**src/verilog/irq_prio_pkg.sv**
```systemverilog
// Constants for the priority-level register block.
package irq_prio_pkg;

    localparam int NUM_REQ = 23;
    localparam int FIELD_W = 2;

    // Printed offsets are word indices; byte address is four times the index
    localparam int IDX_TIMER = 7;
    localparam int IDX_SERIAL = 8;
    localparam int IDX_PWM = 9;
    localparam int ADDR_TIMER = IDX_TIMER * 4;
    localparam int ADDR_SERIAL = IDX_SERIAL * 4;
    localparam int ADDR_PWM = IDX_PWM * 4;

    localparam logic [15:0] RESET_LEVELS = 16'h0000;
    localparam logic [15:0] SERIAL_WR_MASK = 16'hF3FF;

    localparam logic [1:0] LVL_MASKED = 2'h0;
    localparam logic [1:0] LVL_0 = 2'h1;
    localparam logic [1:0] LVL_1 = 2'h2;
    localparam logic [1:0] LVL_2 = 2'h3;

    // Timer register fields
    localparam int TIMER_A_CH0_LEVEL_POS = 14;
    localparam int TIMER_B_CH3_LEVEL_POS = 12;
    localparam int TIMER_B_CH2_LEVEL_POS = 10;
    localparam int TIMER_B_CH1_LEVEL_POS = 8;
    localparam int TIMER_B_CH0_LEVEL_POS = 6;
    localparam int TIMER_C_CH3_LEVEL_POS = 4;
    localparam int TIMER_C_CH2_LEVEL_POS = 2;
    localparam int TIMER_C_CH1_LEVEL_POS = 0;

    // Serial register fields
    localparam int SERIAL0_RX_FULL_LEVEL_POS = 14;
    localparam int SERIAL0_RX_ERROR_LEVEL_POS = 12;
    localparam int SERIAL0_TX_IDLE_LEVEL_POS = 8;
    localparam int SERIAL0_TX_EMPTY_LEVEL_POS = 6;
    localparam int TIMER_A_CH3_LEVEL_POS = 4;
    localparam int TIMER_A_CH2_LEVEL_POS = 2;
    localparam int TIMER_A_CH1_LEVEL_POS = 0;

    // PWM and converter register fields
    localparam int PWM_A_FAULT_LEVEL_POS = 14;
    localparam int PWM_B_FAULT_LEVEL_POS = 12;
    localparam int PWM_A_RELOAD_LEVEL_POS = 10;
    localparam int PWM_B_RELOAD_LEVEL_POS = 8;
    localparam int CONVERTER_A_ZERO_LIMIT_LEVEL_POS = 6;
    localparam int CONVERTER_B_ZERO_CROSS_LEVEL_POS = 4;
    localparam int CONVERTER_A_DONE_LEVEL_POS = 2;
    localparam int CONVERTER_B_DONE_LEVEL_POS = 0;

    typedef enum logic [0:0] {
        APB_IDLE = 1'b0,
        APB_ACK = 1'b1
    } apb_state_e;

endpackage

```
**src/verilog/level_if.sv**
```systemverilog
// Carrier between the register file and the request gate.
`timescale 1ns/1ns
interface level_if #(
    parameter int N = 23
);
    logic [2*N-1:0] fields;
    logic [N-1:0] req;
    logic [N-1:0] present;
    logic [2*N-1:0] level;

    modport ctl (output fields, output req, input present, input level);
    modport gate (input fields, input req, output present, output level);
endinterface
```
**src/verilog/irq_priority_regs.sv**
```systemverilog
// Priority-level registers seven to nine with APB access and request gating.
`timescale 1ns/1ns
// Functional notes
// Field codes: masked, level 0, 1, 2
// All fields reset to masked
// Serial register bits 11-10 read zero
// Timer reg bits 15-14: timer A ch0
// Timer reg 13-12 B ch3, 11-10 B ch2
// Timer reg 9-8 B ch1, 7-6 B ch0
// Timer reg bits 5-4: timer C ch3
// Timer reg 3-2 C ch2, 1-0 C ch1
// Serial reg bits 15-14: receiver full
// Serial reg bits 13-12: receiver error
// Serial reg bits 9-8: transmitter idle
// Serial reg bits 7-6: transmitter empty
// Serial reg bits 5-4: timer A ch3
// Serial reg 3-2 A ch2, 1-0 A ch1
// PWM reg bits 15-14: PWM A fault
// PWM reg bits 13-12: PWM B fault
// PWM reg bits 11-10: PWM A reload
// PWM reg bits 9-8: PWM B reload
// PWM reg bits 7-6: converter A zero/limit
// PWM reg bits 5-4: converter B zero
// PWM reg 3-2, 1-0: converter A/B done
// Masked requests never reach arbitration
// Writes land at completing edge; reads current
module irq_priority_regs
    import irq_prio_pkg::*;
#(
    parameter int ADDR_W = 8
) (
    input wire logic ref_clk,
    input wire logic sys_rst,
    input wire logic psel,
    input wire logic penable,
    input wire logic pwrite,
    input wire logic [ADDR_W-1:0] paddr,
    input wire logic [31:0] pwdata,
    input wire logic [3:0] pstrb,
    output logic [31:0] prdata,
    output logic pready,
    output logic pslverr,
    input wire logic [NUM_REQ-1:0] irq_req,
    output logic [NUM_REQ-1:0] arb_req,
    output logic [2*NUM_REQ-1:0] arb_level
);

    typedef struct packed {
        apb_state_e st;
        logic pready;
        logic pslverr;
        logic [31:0] prdata;
        logic [15:0] timer_ab_c_priority_levels;
        logic [15:0] serial_timer_a_priority_levels;
        logic [15:0] pwm_converter_priority_levels;
        logic [NUM_REQ-1:0] arb_req;
        logic [2*NUM_REQ-1:0] arb_level;
    } state_s;

    state_s st_r;
    state_s st_nxt;

    logic hit_timer;
    logic hit_serial;
    logic hit_pwm;
    logic mapped;
    logic [15:0] read_val;
    logic [2*NUM_REQ-1:0] fieldv;
    logic [NUM_REQ-1:0] nz_vec;

    level_if #(.N(NUM_REQ)) lif ();

    level_gate #(.N(NUM_REQ)) u_gate (
        .lif(lif.gate)
    );

    // Only the low two byte lanes carry register bits
    function automatic logic [15:0] merge16(
        input logic [15:0] old,
        input logic [15:0] wdata,
        input logic [1:0] strb
    );
        merge16 = old;
        if (strb[0]) begin
            merge16[7:0] = wdata[7:0];
        end
        if (strb[1]) begin
            merge16[15:8] = wdata[15:8];
        end
    endfunction

    assign hit_timer = (paddr == ADDR_W'(ADDR_TIMER));
    assign hit_serial = (paddr == ADDR_W'(ADDR_SERIAL));
    assign hit_pwm = (paddr == ADDR_W'(ADDR_PWM));
    assign mapped = hit_timer || hit_serial || hit_pwm;

    always_comb begin
        read_val = 16'h0000;
        if (hit_timer) begin
            read_val = st_r.timer_ab_c_priority_levels;
        end else if (hit_serial) begin
            read_val = st_r.serial_timer_a_priority_levels & SERIAL_WR_MASK;
        end else if (hit_pwm) begin
            read_val = st_r.pwm_converter_priority_levels;
        end
    end

    // Request index k uses fieldv[2k+1:2k]
    always_comb begin
        fieldv = '0;
        fieldv[2*0 +: FIELD_W] =
            st_r.timer_ab_c_priority_levels[TIMER_A_CH0_LEVEL_POS +: FIELD_W];
        fieldv[2*1 +: FIELD_W] =
            st_r.timer_ab_c_priority_levels[TIMER_B_CH3_LEVEL_POS +: FIELD_W];
        fieldv[2*2 +: FIELD_W] =
            st_r.timer_ab_c_priority_levels[TIMER_B_CH2_LEVEL_POS +: FIELD_W];
        fieldv[2*3 +: FIELD_W] =
            st_r.timer_ab_c_priority_levels[TIMER_B_CH1_LEVEL_POS +: FIELD_W];
        fieldv[2*4 +: FIELD_W] =
            st_r.timer_ab_c_priority_levels[TIMER_B_CH0_LEVEL_POS +: FIELD_W];
        fieldv[2*5 +: FIELD_W] =
            st_r.timer_ab_c_priority_levels[TIMER_C_CH3_LEVEL_POS +: FIELD_W];
        fieldv[2*6 +: FIELD_W] =
            st_r.timer_ab_c_priority_levels[TIMER_C_CH2_LEVEL_POS +: FIELD_W];
        fieldv[2*7 +: FIELD_W] =
            st_r.timer_ab_c_priority_levels[TIMER_C_CH1_LEVEL_POS +: FIELD_W];
        fieldv[2*8 +: FIELD_W] =
            st_r.serial_timer_a_priority_levels[SERIAL0_RX_FULL_LEVEL_POS +: FIELD_W];
        fieldv[2*9 +: FIELD_W] =
            st_r.serial_timer_a_priority_levels[SERIAL0_RX_ERROR_LEVEL_POS +: FIELD_W];
        fieldv[2*10 +: FIELD_W] =
            st_r.serial_timer_a_priority_levels[SERIAL0_TX_IDLE_LEVEL_POS +: FIELD_W];
        fieldv[2*11 +: FIELD_W] =
            st_r.serial_timer_a_priority_levels[SERIAL0_TX_EMPTY_LEVEL_POS +: FIELD_W];
        fieldv[2*12 +: FIELD_W] =
            st_r.serial_timer_a_priority_levels[TIMER_A_CH3_LEVEL_POS +: FIELD_W];
        fieldv[2*13 +: FIELD_W] =
            st_r.serial_timer_a_priority_levels[TIMER_A_CH2_LEVEL_POS +: FIELD_W];
        fieldv[2*14 +: FIELD_W] =
            st_r.serial_timer_a_priority_levels[TIMER_A_CH1_LEVEL_POS +: FIELD_W];
        fieldv[2*15 +: FIELD_W] =
            st_r.pwm_converter_priority_levels[PWM_A_FAULT_LEVEL_POS +: FIELD_W];
        fieldv[2*16 +: FIELD_W] =
            st_r.pwm_converter_priority_levels[PWM_B_FAULT_LEVEL_POS +: FIELD_W];
        fieldv[2*17 +: FIELD_W] =
            st_r.pwm_converter_priority_levels[PWM_A_RELOAD_LEVEL_POS +: FIELD_W];
        fieldv[2*18 +: FIELD_W] =
            st_r.pwm_converter_priority_levels[PWM_B_RELOAD_LEVEL_POS +: FIELD_W];
        fieldv[2*19 +: FIELD_W] = st_r.pwm_converter_priority_levels[
            CONVERTER_A_ZERO_LIMIT_LEVEL_POS +: FIELD_W];
        fieldv[2*20 +: FIELD_W] = st_r.pwm_converter_priority_levels[
            CONVERTER_B_ZERO_CROSS_LEVEL_POS +: FIELD_W];
        fieldv[2*21 +: FIELD_W] =
            st_r.pwm_converter_priority_levels[CONVERTER_A_DONE_LEVEL_POS +: FIELD_W];
        fieldv[2*22 +: FIELD_W] =
            st_r.pwm_converter_priority_levels[CONVERTER_B_DONE_LEVEL_POS +: FIELD_W];
    end

    assign lif.fields = fieldv;
    assign lif.req = irq_req;

    always_comb begin
        st_nxt = st_r;
        // Registered gate output costs one cycle but keeps outputs glitch-free
        st_nxt.arb_req = lif.present;
        st_nxt.arb_level = lif.level;
        case (st_r.st)
            APB_IDLE: begin
                if (psel && !penable) begin
                    st_nxt.st = APB_ACK;
                    st_nxt.pready = 1'b1;
                    st_nxt.pslverr = !mapped;
                    st_nxt.prdata = pwrite ? 32'h0000_0000 : {16'h0000, read_val};
                end
            end
            APB_ACK: begin
                st_nxt.st = APB_IDLE;
                st_nxt.pready = 1'b0;
                st_nxt.pslverr = 1'b0;
                st_nxt.prdata = 32'h0000_0000;
                if (psel && penable && pwrite) begin
                    if (hit_timer) begin
                        st_nxt.timer_ab_c_priority_levels = merge16(
                            st_r.timer_ab_c_priority_levels, pwdata[15:0], pstrb[1:0]);
                    end
                    if (hit_serial) begin
                        st_nxt.serial_timer_a_priority_levels = SERIAL_WR_MASK & merge16(
                            st_r.serial_timer_a_priority_levels, pwdata[15:0],
                            pstrb[1:0]);
                    end
                    if (hit_pwm) begin
                        st_nxt.pwm_converter_priority_levels = merge16(
                            st_r.pwm_converter_priority_levels, pwdata[15:0], pstrb[1:0]);
                    end
                end
            end
            default: begin
                st_nxt.st = APB_IDLE;
                st_nxt.pready = 1'b0;
            end
        endcase
    end

    always_ff @(posedge ref_clk) begin
        if (sys_rst) begin
            st_r <= '0;
            st_r.st <= APB_IDLE;
            st_r.timer_ab_c_priority_levels <= RESET_LEVELS;
            st_r.serial_timer_a_priority_levels <= RESET_LEVELS;
            st_r.pwm_converter_priority_levels <= RESET_LEVELS;
        end else begin
            st_r <= st_nxt;
        end
    end

    assign prdata = st_r.prdata;
    assign pready = st_r.pready;
    assign pslverr = st_r.pslverr;
    assign arb_req = st_r.arb_req;
    assign arb_level = st_r.arb_level;

    always_comb begin
        nz_vec = '0;
        for (int k = 0; k < NUM_REQ; k++) begin
            nz_vec[k] = (fieldv[2*k +: FIELD_W] != LVL_MASKED);
        end
    end

    // Per-lane view of the registered arbitration outputs
    logic [NUM_REQ-1:0] lane_idle_bad;
    logic [NUM_REQ-1:0] lane_top_bad;

    always_comb begin
        lane_idle_bad = '0;
        lane_top_bad = '0;
        for (int k = 0; k < NUM_REQ; k++) begin
            lane_idle_bad[k] = !arb_req[k] && (arb_level[2*k +: FIELD_W] != 2'h0);
            lane_top_bad[k] = (arb_level[2*k +: FIELD_W] == 2'h3);
        end
    end
endmodule

```
**src/verilog/level_gate.sv**
```systemverilog
// Per-request masking and level decode.
`timescale 1ns/1ns
module level_gate
    import irq_prio_pkg::*;
#(
    parameter int N = 23
) (
    level_if.gate lif
);

    genvar i;
    generate
        for (i = 0; i < N; i++) begin : g_req
            logic on;
            // Code 00 parks the request; 01..11 map to levels 0..2
            assign on = lif.req[i] && (lif.fields[2*i +: FIELD_W] != LVL_MASKED);
            assign lif.present[i] = on;
            assign lif.level[2*i +: FIELD_W] = on ?
                2'(lif.fields[2*i +: FIELD_W] - LVL_0) : 2'h0;
        end
    endgenerate

endmodule

```
**config.mk**
```make
export PLATFORM = sky130hd
export DESIGN_NAME = irq_priority_regs
export DESIGN_NICKNAME = d
export VERILOG_FILES = /design/src/verilog/irq_prio_pkg.sv /design/src/verilog/level_if.sv /design/src/verilog/irq_priority_regs.sv /design/src/verilog/level_gate.sv
export SDC_FILE = /design/constraint.sdc
export NUM_CORES = 1
export LEC_CHECK = 0
export ABC_AREA = 1
export BUFFER_PORTS_ARGS = -buffer_cell sky130_fd_sc_hd__buf_2
export CORE_MARGIN = 2
export CORE_UTILIZATION = 44
export CTS_BUF_LIST = sky130_fd_sc_hd__clkbuf_4 sky130_fd_sc_hd__clkbuf_8
export DETAILED_ROUTE_END_ITERATION = 12
export MAX_ROUTING_LAYER = met4
export PLACE_DENSITY = 0.67
export SYNTH_ARGS = -nofsm -noshare
export SYNTH_HDL_FRONTEND = slang
export SYNTH_SLANG_ARGS = --single-unit
```
**constraint.sdc**
```tcl
create_clock -name ref_clk -period 1.4 [get_ports ref_clk]
set_input_delay 0.28 -clock ref_clk [delete_from_list [all_inputs] [get_ports ref_clk]]
set_output_delay 0.28 -clock ref_clk [all_outputs]
set_load 0.02 [all_outputs]
```
==> flow_summary_export.csv, run 1 <==
group,metric,value,unit
power,p_int,5.393,mW
route,routedWlPerCell,12.63,um
clock_network,numClockSinks,134,
die,die_h,120.3,um
grt,grt_pass1_wl,20790,um
clock_network,htreeDepth,4,
worst_setup_path,cp.arrival,0.98,ns
place,dp_cells,1011,
final_layout,mostFrequentLayoutCell,"buf_2",
timing,slew_viol_final,0,
worst_setup_path,crit_path_start_kind,"flop",
synth,netlist.area_leader.share,45.11,%
die,coreArea,0.01324,mm^2
worst_setup_path,critical-path-top-delay-family,"flip-flops",
place,portBuffers,140,
final_layout,regArea,0.002684,mm^2
worst_setup_path,crit_buf_inv,1,
final_layout,antennaDiodeCount,0,
synth,synthCells,763,
timing,hold_slack,0.05011,ns
synth,yosysTopAreaCell,"dfxtp_1",
final_layout,stdcell_count,1043,
power,leakage,3.378,nW
worst_setup_path,crit_fanout,2,
die,io_pins,175,
power,power_density,1058,mW/mm^2
die,dieArea,0.01446,mm^2
die,rows,42,
timing,period_share,89.68,%
clock_network,worstSkewPairLatency,0.44,ns
final_layout,final_cell_mix,"buf_2 (140), dfxtp_1 (133), inv_1 (121), nor2_1 (121), nand2_1 (76)",
final_layout,area_growth,13.17,%
synth,avgSynthCellArea,7.794,um^2
worst_setup_path,cp_cell_sequence,"buf_2",
worst_setup_path,cp_slowest_stage_delay,0.36,ns
timing,finalCriticalPeriod,1.256,ns
grt,grt.total_usage,19.33,%
flow_run,maxCapViolCount,0,
power,switching_share,24.23,%
final_layout,fin_nets,949,
route,firstDrtPassIters,5,
clock_network,cts_tree,"done",
grt,grt_pass1_vias,4184,
power,p_sw,1.725,mW
timing,max-slew-margin-rel,54.85,%
clock_network,cts_resized,0,
grt,antenna_found_initial,0,
final_layout,drive_above_1_share,26.41,%
synth,synthTopCellsByArea,"dfxtp_1 (45%), buf_4 (13%), inv_1 (7.6%), nor2_1 (7.6%), ha_1 (4.8%)",
clock_network,clockBufferDepth,2,
worst_setup_path,worst_setup_path_end_kind,"primary output",
synth,synth_cell_types,23,
route,vias_per_cell,4.339,
min_path,hold_path.startpoint,"irq_req[5]",
final_layout,multi_input_area,0.001997,mm^2
route,drc_errors,0,
power,ir_drop,552.0,uV
timing,rsz0062_at_grt,"false",
die,die_width,120.3,um
final_layout,fin_area,0.006730,mm^2
route,vias,4526,
worst_setup_path,regToRegSetupSlack,0.15,ns
grt,grt_max_degree,47,
timing,fin_skew,0.01291,ns
final_layout,fillers,1319,
place,dp_hpwl,10150,um
route,drt_iter0_markers,244,
power,pwr-share-seq,53.6,%
timing,max_clock_freq,796.5,MHz
synth,yosys_warnings,0,
power,clock_power_share,41.2,%
route,final_antenna_net_count,0,
die,start_util,44.91,%
place,postPlaceCellArea,0.006365,mm^2
synth,ys_seq_area_share,45.11,%
worst_setup_path,crit_slowest_cell,"dfxtp_1",
clock_network,cts_buffers,17,
place,gp_congestion,0.8965,
timing,worst_slew_pin_slew,0.6765,ns
worst_setup_path,startpoint,"prdata[2]",
clock_network,post_cts_buffers,0,
clock_network,clkSlewWorstSetupHoldPaths,0.08,ns
clock_network,root_buffer,"clkbuf_8",
worst_setup_path,crit_type,"reg -> out",
worst_setup_path,r2r_start,"st_r[151]",
timing,final_hold_viol_count,0,
synth,ys_seq_elements,134,
power,power_frac_comb,5.1,%
worst_setup_path,critPathRequiredTime,1.12,ns
grt,overflow,0,
clock_network,hold_buffers,0,
synth,netlist_area,0.005947,mm^2
route,finalWirelength,13170,um
timing,setup_viol_count_final,0,
min_path,hold_class,"in -> reg",
run_status,status,"complete, no violations",
worst paths after layout:
check / cells past startpoint / to
worst max-delay path: 1 / prdata[2]
worst min-delay path: 3 / arb_req[5]
worst max register to register: 3 / prdata[12]
worst min register to register: 1 / arb_level[0]
sequential cells by signal (all words and copies together) (netlist names):
signal and flops:
arb_level 46, arb_req 23, fieldv 46, prdata 16
pready 1, pslverr 1, st_r 1
routing by layer:
layer  wire length (um)  up-vias  global-route usage, %
li1                   -     2417                      -
met4                225        0                  6.904
met3                851       13                  4.906
met2               5416      141                  27.52
met5                  0        -                      -
met1               6679     1955                  26.66
cells in the mapped netlist:
cell type / number
a21oi_1: 32
buf_2: 5
buf_4: 103
buf_6: 2
clkbuf_1: 9
conb_1: 1
dfxtp_1: 134
ha_1: 23
inv_1: 121
inv_2: 4
nand2_1: 76
nand2_4: 1
nand3_1: 43
nand3_2: 4
nand3_4: 1
nand3b_1: 1
nor2_1: 121
nor2_2: 5
nor2_4: 3
nor3_1: 23
nor3_4: 2
o21ai_0: 48
o21ai_1: 1
through the flow:
stage          util (%)  setup slack, ns  power (mW)  TNS, ns
3_5_place_dp      48.06          -0.1484       4.271   -3.819
3_3_place_gp      48.06          -0.1473       4.268   -3.629
4_1_cts           50.81          0.06870       7.188        0
6_report          50.82           0.1445       7.119        0
5_1_grt           50.82         0.006775       7.403        0
2_1_floorplan         -          0.09317       4.123        0
final cells by class:
type,instances,share of cell area [%]
tap,176,3.272
clock inverter,13,1.617
sequential,134,39.88
multi-input combinational,400,29.67
clock buffer,19,3.793
inverter,125,6.972
timing repair buffer,176,14.80
cells by family after synthesis:
kind of cell / after synthesis / synth area share (%)
compound gates: 81 / 6.817
buf+inv: 244 / 22.26
fa+ha+maj: 23 / 4.839
other cells: 1 / 0.06306
simple gates: 280 / 20.91
flops: 134 / 45.11
power by group through the flow:
stage	Clock (mW)	Combinational (mW)	Sequential, mW
6_report	2.94	0.365	3.82
5_1_grt	3.18	0.405	3.82
4_1_cts	3.00	0.366	3.82
3_5_place_dp	0	0.365	3.91
3_3_place_gp	0	0.362	3.91
2_1_floorplan	0	0.213	3.91
Note: power is estimated with default switching activity, not from simulation.
==> inputs of run 2 (changes only) <==
==> constraint.sdc (replaced) <==
create_clock -name ref_clk -period 1.35 [get_ports ref_clk]
set_input_delay 0.27 -clock ref_clk [delete_from_list [all_inputs] [get_ports ref_clk]]
set_output_delay 0.27 -clock ref_clk [all_outputs]
set_load 0.02 [all_outputs]
==> run 2 against run 1 <==
Net effect:
- sequential cell count unchanged
- sequential share of layout area is essentially flat
- core utilization about the same
- clock power is 2% lower
- clock-buffer cell count grew 5
- die area stayed put
- final cell count shrank 0.29%
- highest routed layer unchanged
==> flow_summary_export.csv, run 2 (synthesis gave the netlist of run 1 again) <==
group,metric,value,unit
clock_network,cts_tree,"done",
timing,finalCriticalPeriod,1.254,ns
die,die_width,120.3,um
flow_run,maxCapViolCount,0,
worst_setup_path,crit_path_start_kind,"flop",
timing,setup_viol_count_final,0,
route,vias_per_cell,4.368,
worst_setup_path,critical-path-top-delay-family,"flip-flops",
grt,grt_pass1_vias,4157,
power,switching_share,22.77,%
timing,final_hold_viol_count,0,
final_layout,fin_nets,948,
route,drt_iter0_markers,264,
timing,period_share,92.92,%
clock_network,htreeDepth,4,
timing,fin_skew,0.006599,ns
route,finalWirelength,13030,um
grt,grt.total_usage,19.22,%
route,vias,4543,
power,clock_power_share,39.8,%
worst_setup_path,critPathRequiredTime,1.08,ns
worst_setup_path,worst_setup_path_end_kind,"primary output",
route,firstDrtPassIters,5,
clock_network,root_buffer,"clkbuf_8",
clock_network,cts_buffers,17,
worst_setup_path,cp_cell_sequence,"buf_2",
power,p_sw,1.646,mW
die,coreArea,0.01324,mm^2
final_layout,drive_above_1_share,26.07,%
timing,rsz0062_at_grt,"false",
timing,postLayoutSetupSlackWorst,0.09556,ns
grt,grt_max_degree,47,
place,portBuffers,140,
route,routedWlPerCell,12.53,um
power,leakage,3.394,nW
power,power,7.230,mW
final_layout,fillers,1335,
grt,grt_pass1_wl,20890,um
grt,overflow,0,
worst_setup_path,crit_buf_inv,1,
min_path,hold_class,"in -> reg",
die,rows,42,
clock_network,clockBufferDepth,2,
route,drc_errors,0,
place,detailedPlace.worstSlack,-0.1590,ns
place,dp_hpwl,10130,um
final_layout,final_cell_mix,"buf_2 (140), dfxtp_1 (133), inv_1 (121), nor2_1 (121), nand2_1 (76)",
power,power_frac_comb,5.4,%
worst_setup_path,cp.arrival,0.98,ns
die,io_pins,175,
clock_network,worstSkewPairLatency,0.43,ns
final_layout,area_growth,13.13,%
final_layout,mostFrequentLayoutCell,"buf_2",
die,die_h,120.3,um
place,gp_congestion,0.8521,
worst_setup_path,crit_type,"reg -> out",
worst_setup_path,crit_fanout,2,
final_layout,fin_area,0.006728,mm^2
power,pwr-share-seq,54.8,%
power,power_density,1075,mW/mm^2
timing,slew_viol_final,0,
timing,max_clock_freq,797.2,MHz
power,ir_drop,557.5,uV
run_status,status,"complete, no violations",
die,dieArea,0.01446,mm^2
place,postPlaceCellArea,0.006382,mm^2
grt,antenna_found_initial,1,
clock_network,clkSlewWorstSetupHoldPaths,0.07,ns
power,p_int,5.584,mW
clock_network,numClockSinks,134,
route,final_antenna_net_count,0,
die,start_util,44.91,%
worst_setup_path,crit_slowest_cell,"dfxtp_1",
worst_setup_path,cp_slowest_stage_delay,0.37,ns
==> run 2: final timing paths <==
check	from	to	slack, ns	depth (start not counted)
min reg2reg	fieldv[2]	arb_level[2]	0.43	1
min	irq_req[9]	arb_req[9]	0.06	3
max reg2reg	st_r[151]	fieldv[43]	0.1	6
max	prdata[13]	prdata[13]	0.1	1
==> run 2: per-layer routing <==
| metal | GRT usage, % | vias up | part of all wire, % |
|---|---|---|---|
| li1 | - | 2428 | - |
| met4 | 7.122 | 0 | 1.6 |
| met1 | 27.34 | 1945 | 52 |
| met5 | - | - | 0 |
| met3 | 4.670 | 17 | 5.6 |
| met2 | 26.42 | 153 | 41 |
==> run 2: area by class of cell <==
cell class / count / area (um^2) / area share, %
diodes: 1 / 2.502 / 0.03720
clock buffers: 24 / 311.5 / 4.631
clock inverters: 5 / 25.02 / 0.3720
inverters: 125 / 469.2 / 6.974
multi-input cells: 400 / 2002 / 29.76
flip-flops and latches: 134 / 2684 / 39.89
well taps: 176 / 220.2 / 3.273
repair buffers: 175 / 1013 / 15.06
==> run 2: worst min-delay path, cell delays in order <==
cell and delay, ns:
buf_2 0.09, inv_1 0.04, nor3_1 0.04
==> run 2: power by group through the flow <==
stage | Combinational [mW] | Clock [mW] | Sequential (mW)
floorplan | 0.221 | 0 | 4.05
global placement | 0.388 | 0 | 4.05
detailed placement | 0.389 | 0 | 4.05
CTS | 0.391 | 2.96 | 3.96
global route | 0.431 | 3.14 | 3.96
finish | 0.393 | 2.87 | 3.96
==> run 2: through the flow <==
step	cells	utilization [%]	TNS, ns	hold slack, ns
floorplan	778	-	0	0.3930
global placement	1010	48.20	-6.214	0.4229
detailed placement	1010	48.20	-6.441	0.4217
CTS	1039	50.74	0	0.02368
global route	1040	50.80	0	0.03838
finish	1040	50.80	0	0.05813
==> run 2: what timing repair did <==
action,in CTS,in global routing
hold buffers,0,0
gates resized for setup,0,6
endpoints found under the setup margin,0,49
endpoints found under the hold margin,0,0
setup buffers,0,0
==> inputs of run 3 (changes only) <==
--- a/config.mk
+++ b/config.mk
@@ -9,7 +9,7 @@
 export BUFFER_PORTS_ARGS = -buffer_cell sky130_fd_sc_hd__buf_2
 export CORE_MARGIN = 2
 export CORE_UTILIZATION = 44
-export CTS_BUF_LIST = sky130_fd_sc_hd__clkbuf_4 sky130_fd_sc_hd__clkbuf_8
+export CTS_BUF_LIST = sky130_fd_sc_hd__clkbuf_2
 export DETAILED_ROUTE_END_ITERATION = 12
 export MAX_ROUTING_LAYER = met4
 export PLACE_DENSITY = 0.67
==> run 3 against run 2 <==
Net effect:
- clock skew increased by 0.011 ns
- global-route usage increased by 1.7 points
- worst hold slack improved by 0.00054 ns
- total power decreased by 14%
- via count increased by 6.7%
- clock-buffer cell count decreased by 4
- core utilization increased by 7.2 points
- critical path depth unchanged
- routed wire length increased by 10%
- the run now ends with setup timing left
- die area unchanged
==> flow_summary_export.csv, run 3 (synthesis gave the netlist of run 1 again) <==
group,metric,value,unit
clock_network,worstSkewPairLatency,0.70,ns
place,gp_congestion,0.8521,
clock_network,cts_tree,"done",
grt,grt_pass1_vias,4580,
final_layout,multi_input_area,0.002009,mm^2
flow_run,maxCapViolCount,0,
final_layout,area_growth,29.18,%
clock_network,htreeDepth,4,
grt,antenna_found_initial,2,
die,io_pins,175,
run_status,violations,"setup timing",
route,vias_per_cell,4.445,
route,vias,4849,
grt,overflow,0,
die,die_width,120.3,um
worst_setup_path,crit_fanout,2,
die,die_h,120.3,um
worst_setup_path,cp.arrival,1.20,ns
worst_setup_path,crit_path_start_kind,"flop",
clock_network,clkSlewWorstSetupHoldPaths,0.18,ns
final_layout,fillers,1221,
run_status,status,"finished, violations left",
place,dp_hpwl,10130,um
worst_setup_path,crit_slowest_cell,"dfxtp_2",
timing,max_clock_freq,679.1,MHz
route,drt_iter0_markers,256,
worst_setup_path,cp_cell_sequence,"buf_6",
clock_network,numClockSinks,134,
die,dieArea,0.01446,mm^2
timing,tns,-7.605,ns
die,start_util,44.91,%
worst_setup_path,crit_type,"reg -> out",
power,power_density,813.6,mW/mm^2
route,finalWirelength,14370,um
timing,fin_skew,0.01767,ns
clock_network,cts_buffers,17,
power,ir_drop,435.7,uV
route,routedWlPerCell,13.17,um
worst_setup_path,regToRegSetupSlack,0.11,ns
timing,slew_viol_final,0,
clock_network,clockBufferDepth,2,
route,drc_errors,0,
min_path,hold_class,"in -> reg",
route,firstDrtPassIters,5,
route,final_antenna_net_count,0,
final_layout,fin_util,58.01,%
grt,grt_max_degree,47,
place,portBuffers,140,
timing,rsz0062_at_grt,"true",
timing,final_hold_viol_count,0,
grt,grt.total_usage,20.88,%
power,leakage,3.632,nW
final_layout,stdcell_count,1091,
die,rows,42,
worst_setup_path,critical-path-top-delay-family,"flip-flops",
worst_setup_path,cp_slowest_stage_delay,0.39,ns
place,detailedPlace.worstSlack,-0.1590,ns
worst_setup_path,worst_setup_path_end_kind,"primary output",
place,dp_cells,1010,
final_layout,drive_above_1_share,34.50,%
timing,setup_viol_count_final,87,
die,coreArea,0.01324,mm^2
grt,grt_pass1_wl,22770,um
timing,finalCriticalPeriod,1.472,ns
final_layout,final_cell_mix,"inv_1 (121), nor2_1 (121), dfxtp_2 (87), buf_6 (87), nand2_1 (76)",
timing,hold_slack,0.05867,ns
timing,postLayoutSetupSlackWorst,-0.1224,ns
clock_network,root_buffer,"clkbuf_2",
timing,period_share,109.1,%
final_layout,regArea,0.002795,mm^2
worst_setup_path,critPathRequiredTime,1.08,ns
final_layout,fin_nets,998,
worst_setup_path,crit_buf_inv,1,
-- run 3: cell types whose count changed in the layout (fill, tap and decap cells not counted), sizes merged --
cell         change
clkbuf           -4
dlygate4sd3     +43
diode            +1
buf              +7
clkinv           +4
-- run 3: final timing paths --
path	startpoint	endpoint	cells past startpoint
setup reg to reg	st_r[151]	fieldv[34]	5
hold / removal	pstrb[1]	fieldv[3]	5
hold reg to reg	fieldv[12]	arb_level[12]	1
setup / recovery	prdata[7]	prdata[7]	1
-- run 3: where the power goes --
group | total [mW] | switching, mW | leakage (nW) | internal, mW
Combinational | 0.502 | 0.267 | 2.40 | 0.235
Clock | 1.78 | 1.35 | 0.109 | 0.430
Sequential | 3.97 | 0.00576 | 1.12 | 3.96
-- run 3: stage by stage --
step | power [mW] | area, um^2
2_1_floorplan | 4.276 | 6003
3_3_place_gp | 4.439 | 6382
3_5_place_dp | 4.440 | 6382
4_1_cts | 6.293 | 7620
5_1_grt | 6.529 | 7682
6_report | 6.250 | 7682
-- run 3: cell type report --
type	instances	area share, %
Clock inverter	9	0.5212
Clock buffer	20	1.303
Multi-Input combinational cell	400	26.16
Sequential cell	134	36.38
Timing Repair Buffer	225	26.56
Tap cell	176	2.866
Inverter	125	6.140
Antenna cell	2	0.06515
-- run 3: per-layer routing --
| metal | share of wire [%] | global-route usage (%) | up-vias |
|---|---|---|---|
| met5 | 0 | - | - |
| met1 | 49 | 28.44 | 2110 |
| met4 | 2.2 | 7.485 | 0 |
| met3 | 5.7 | 5.330 | 34 |
| met2 | 43 | 30.15 | 174 |
| li1 | - | - | 2531 |
-- run 3: what timing repair did --
action                                 CTS  global route
endpoints found under the hold margin  122             0
setup endpoints to repair               88            94
hold buffers                            43             0
resized for setup                      263             5
buffers inserted                         1             6
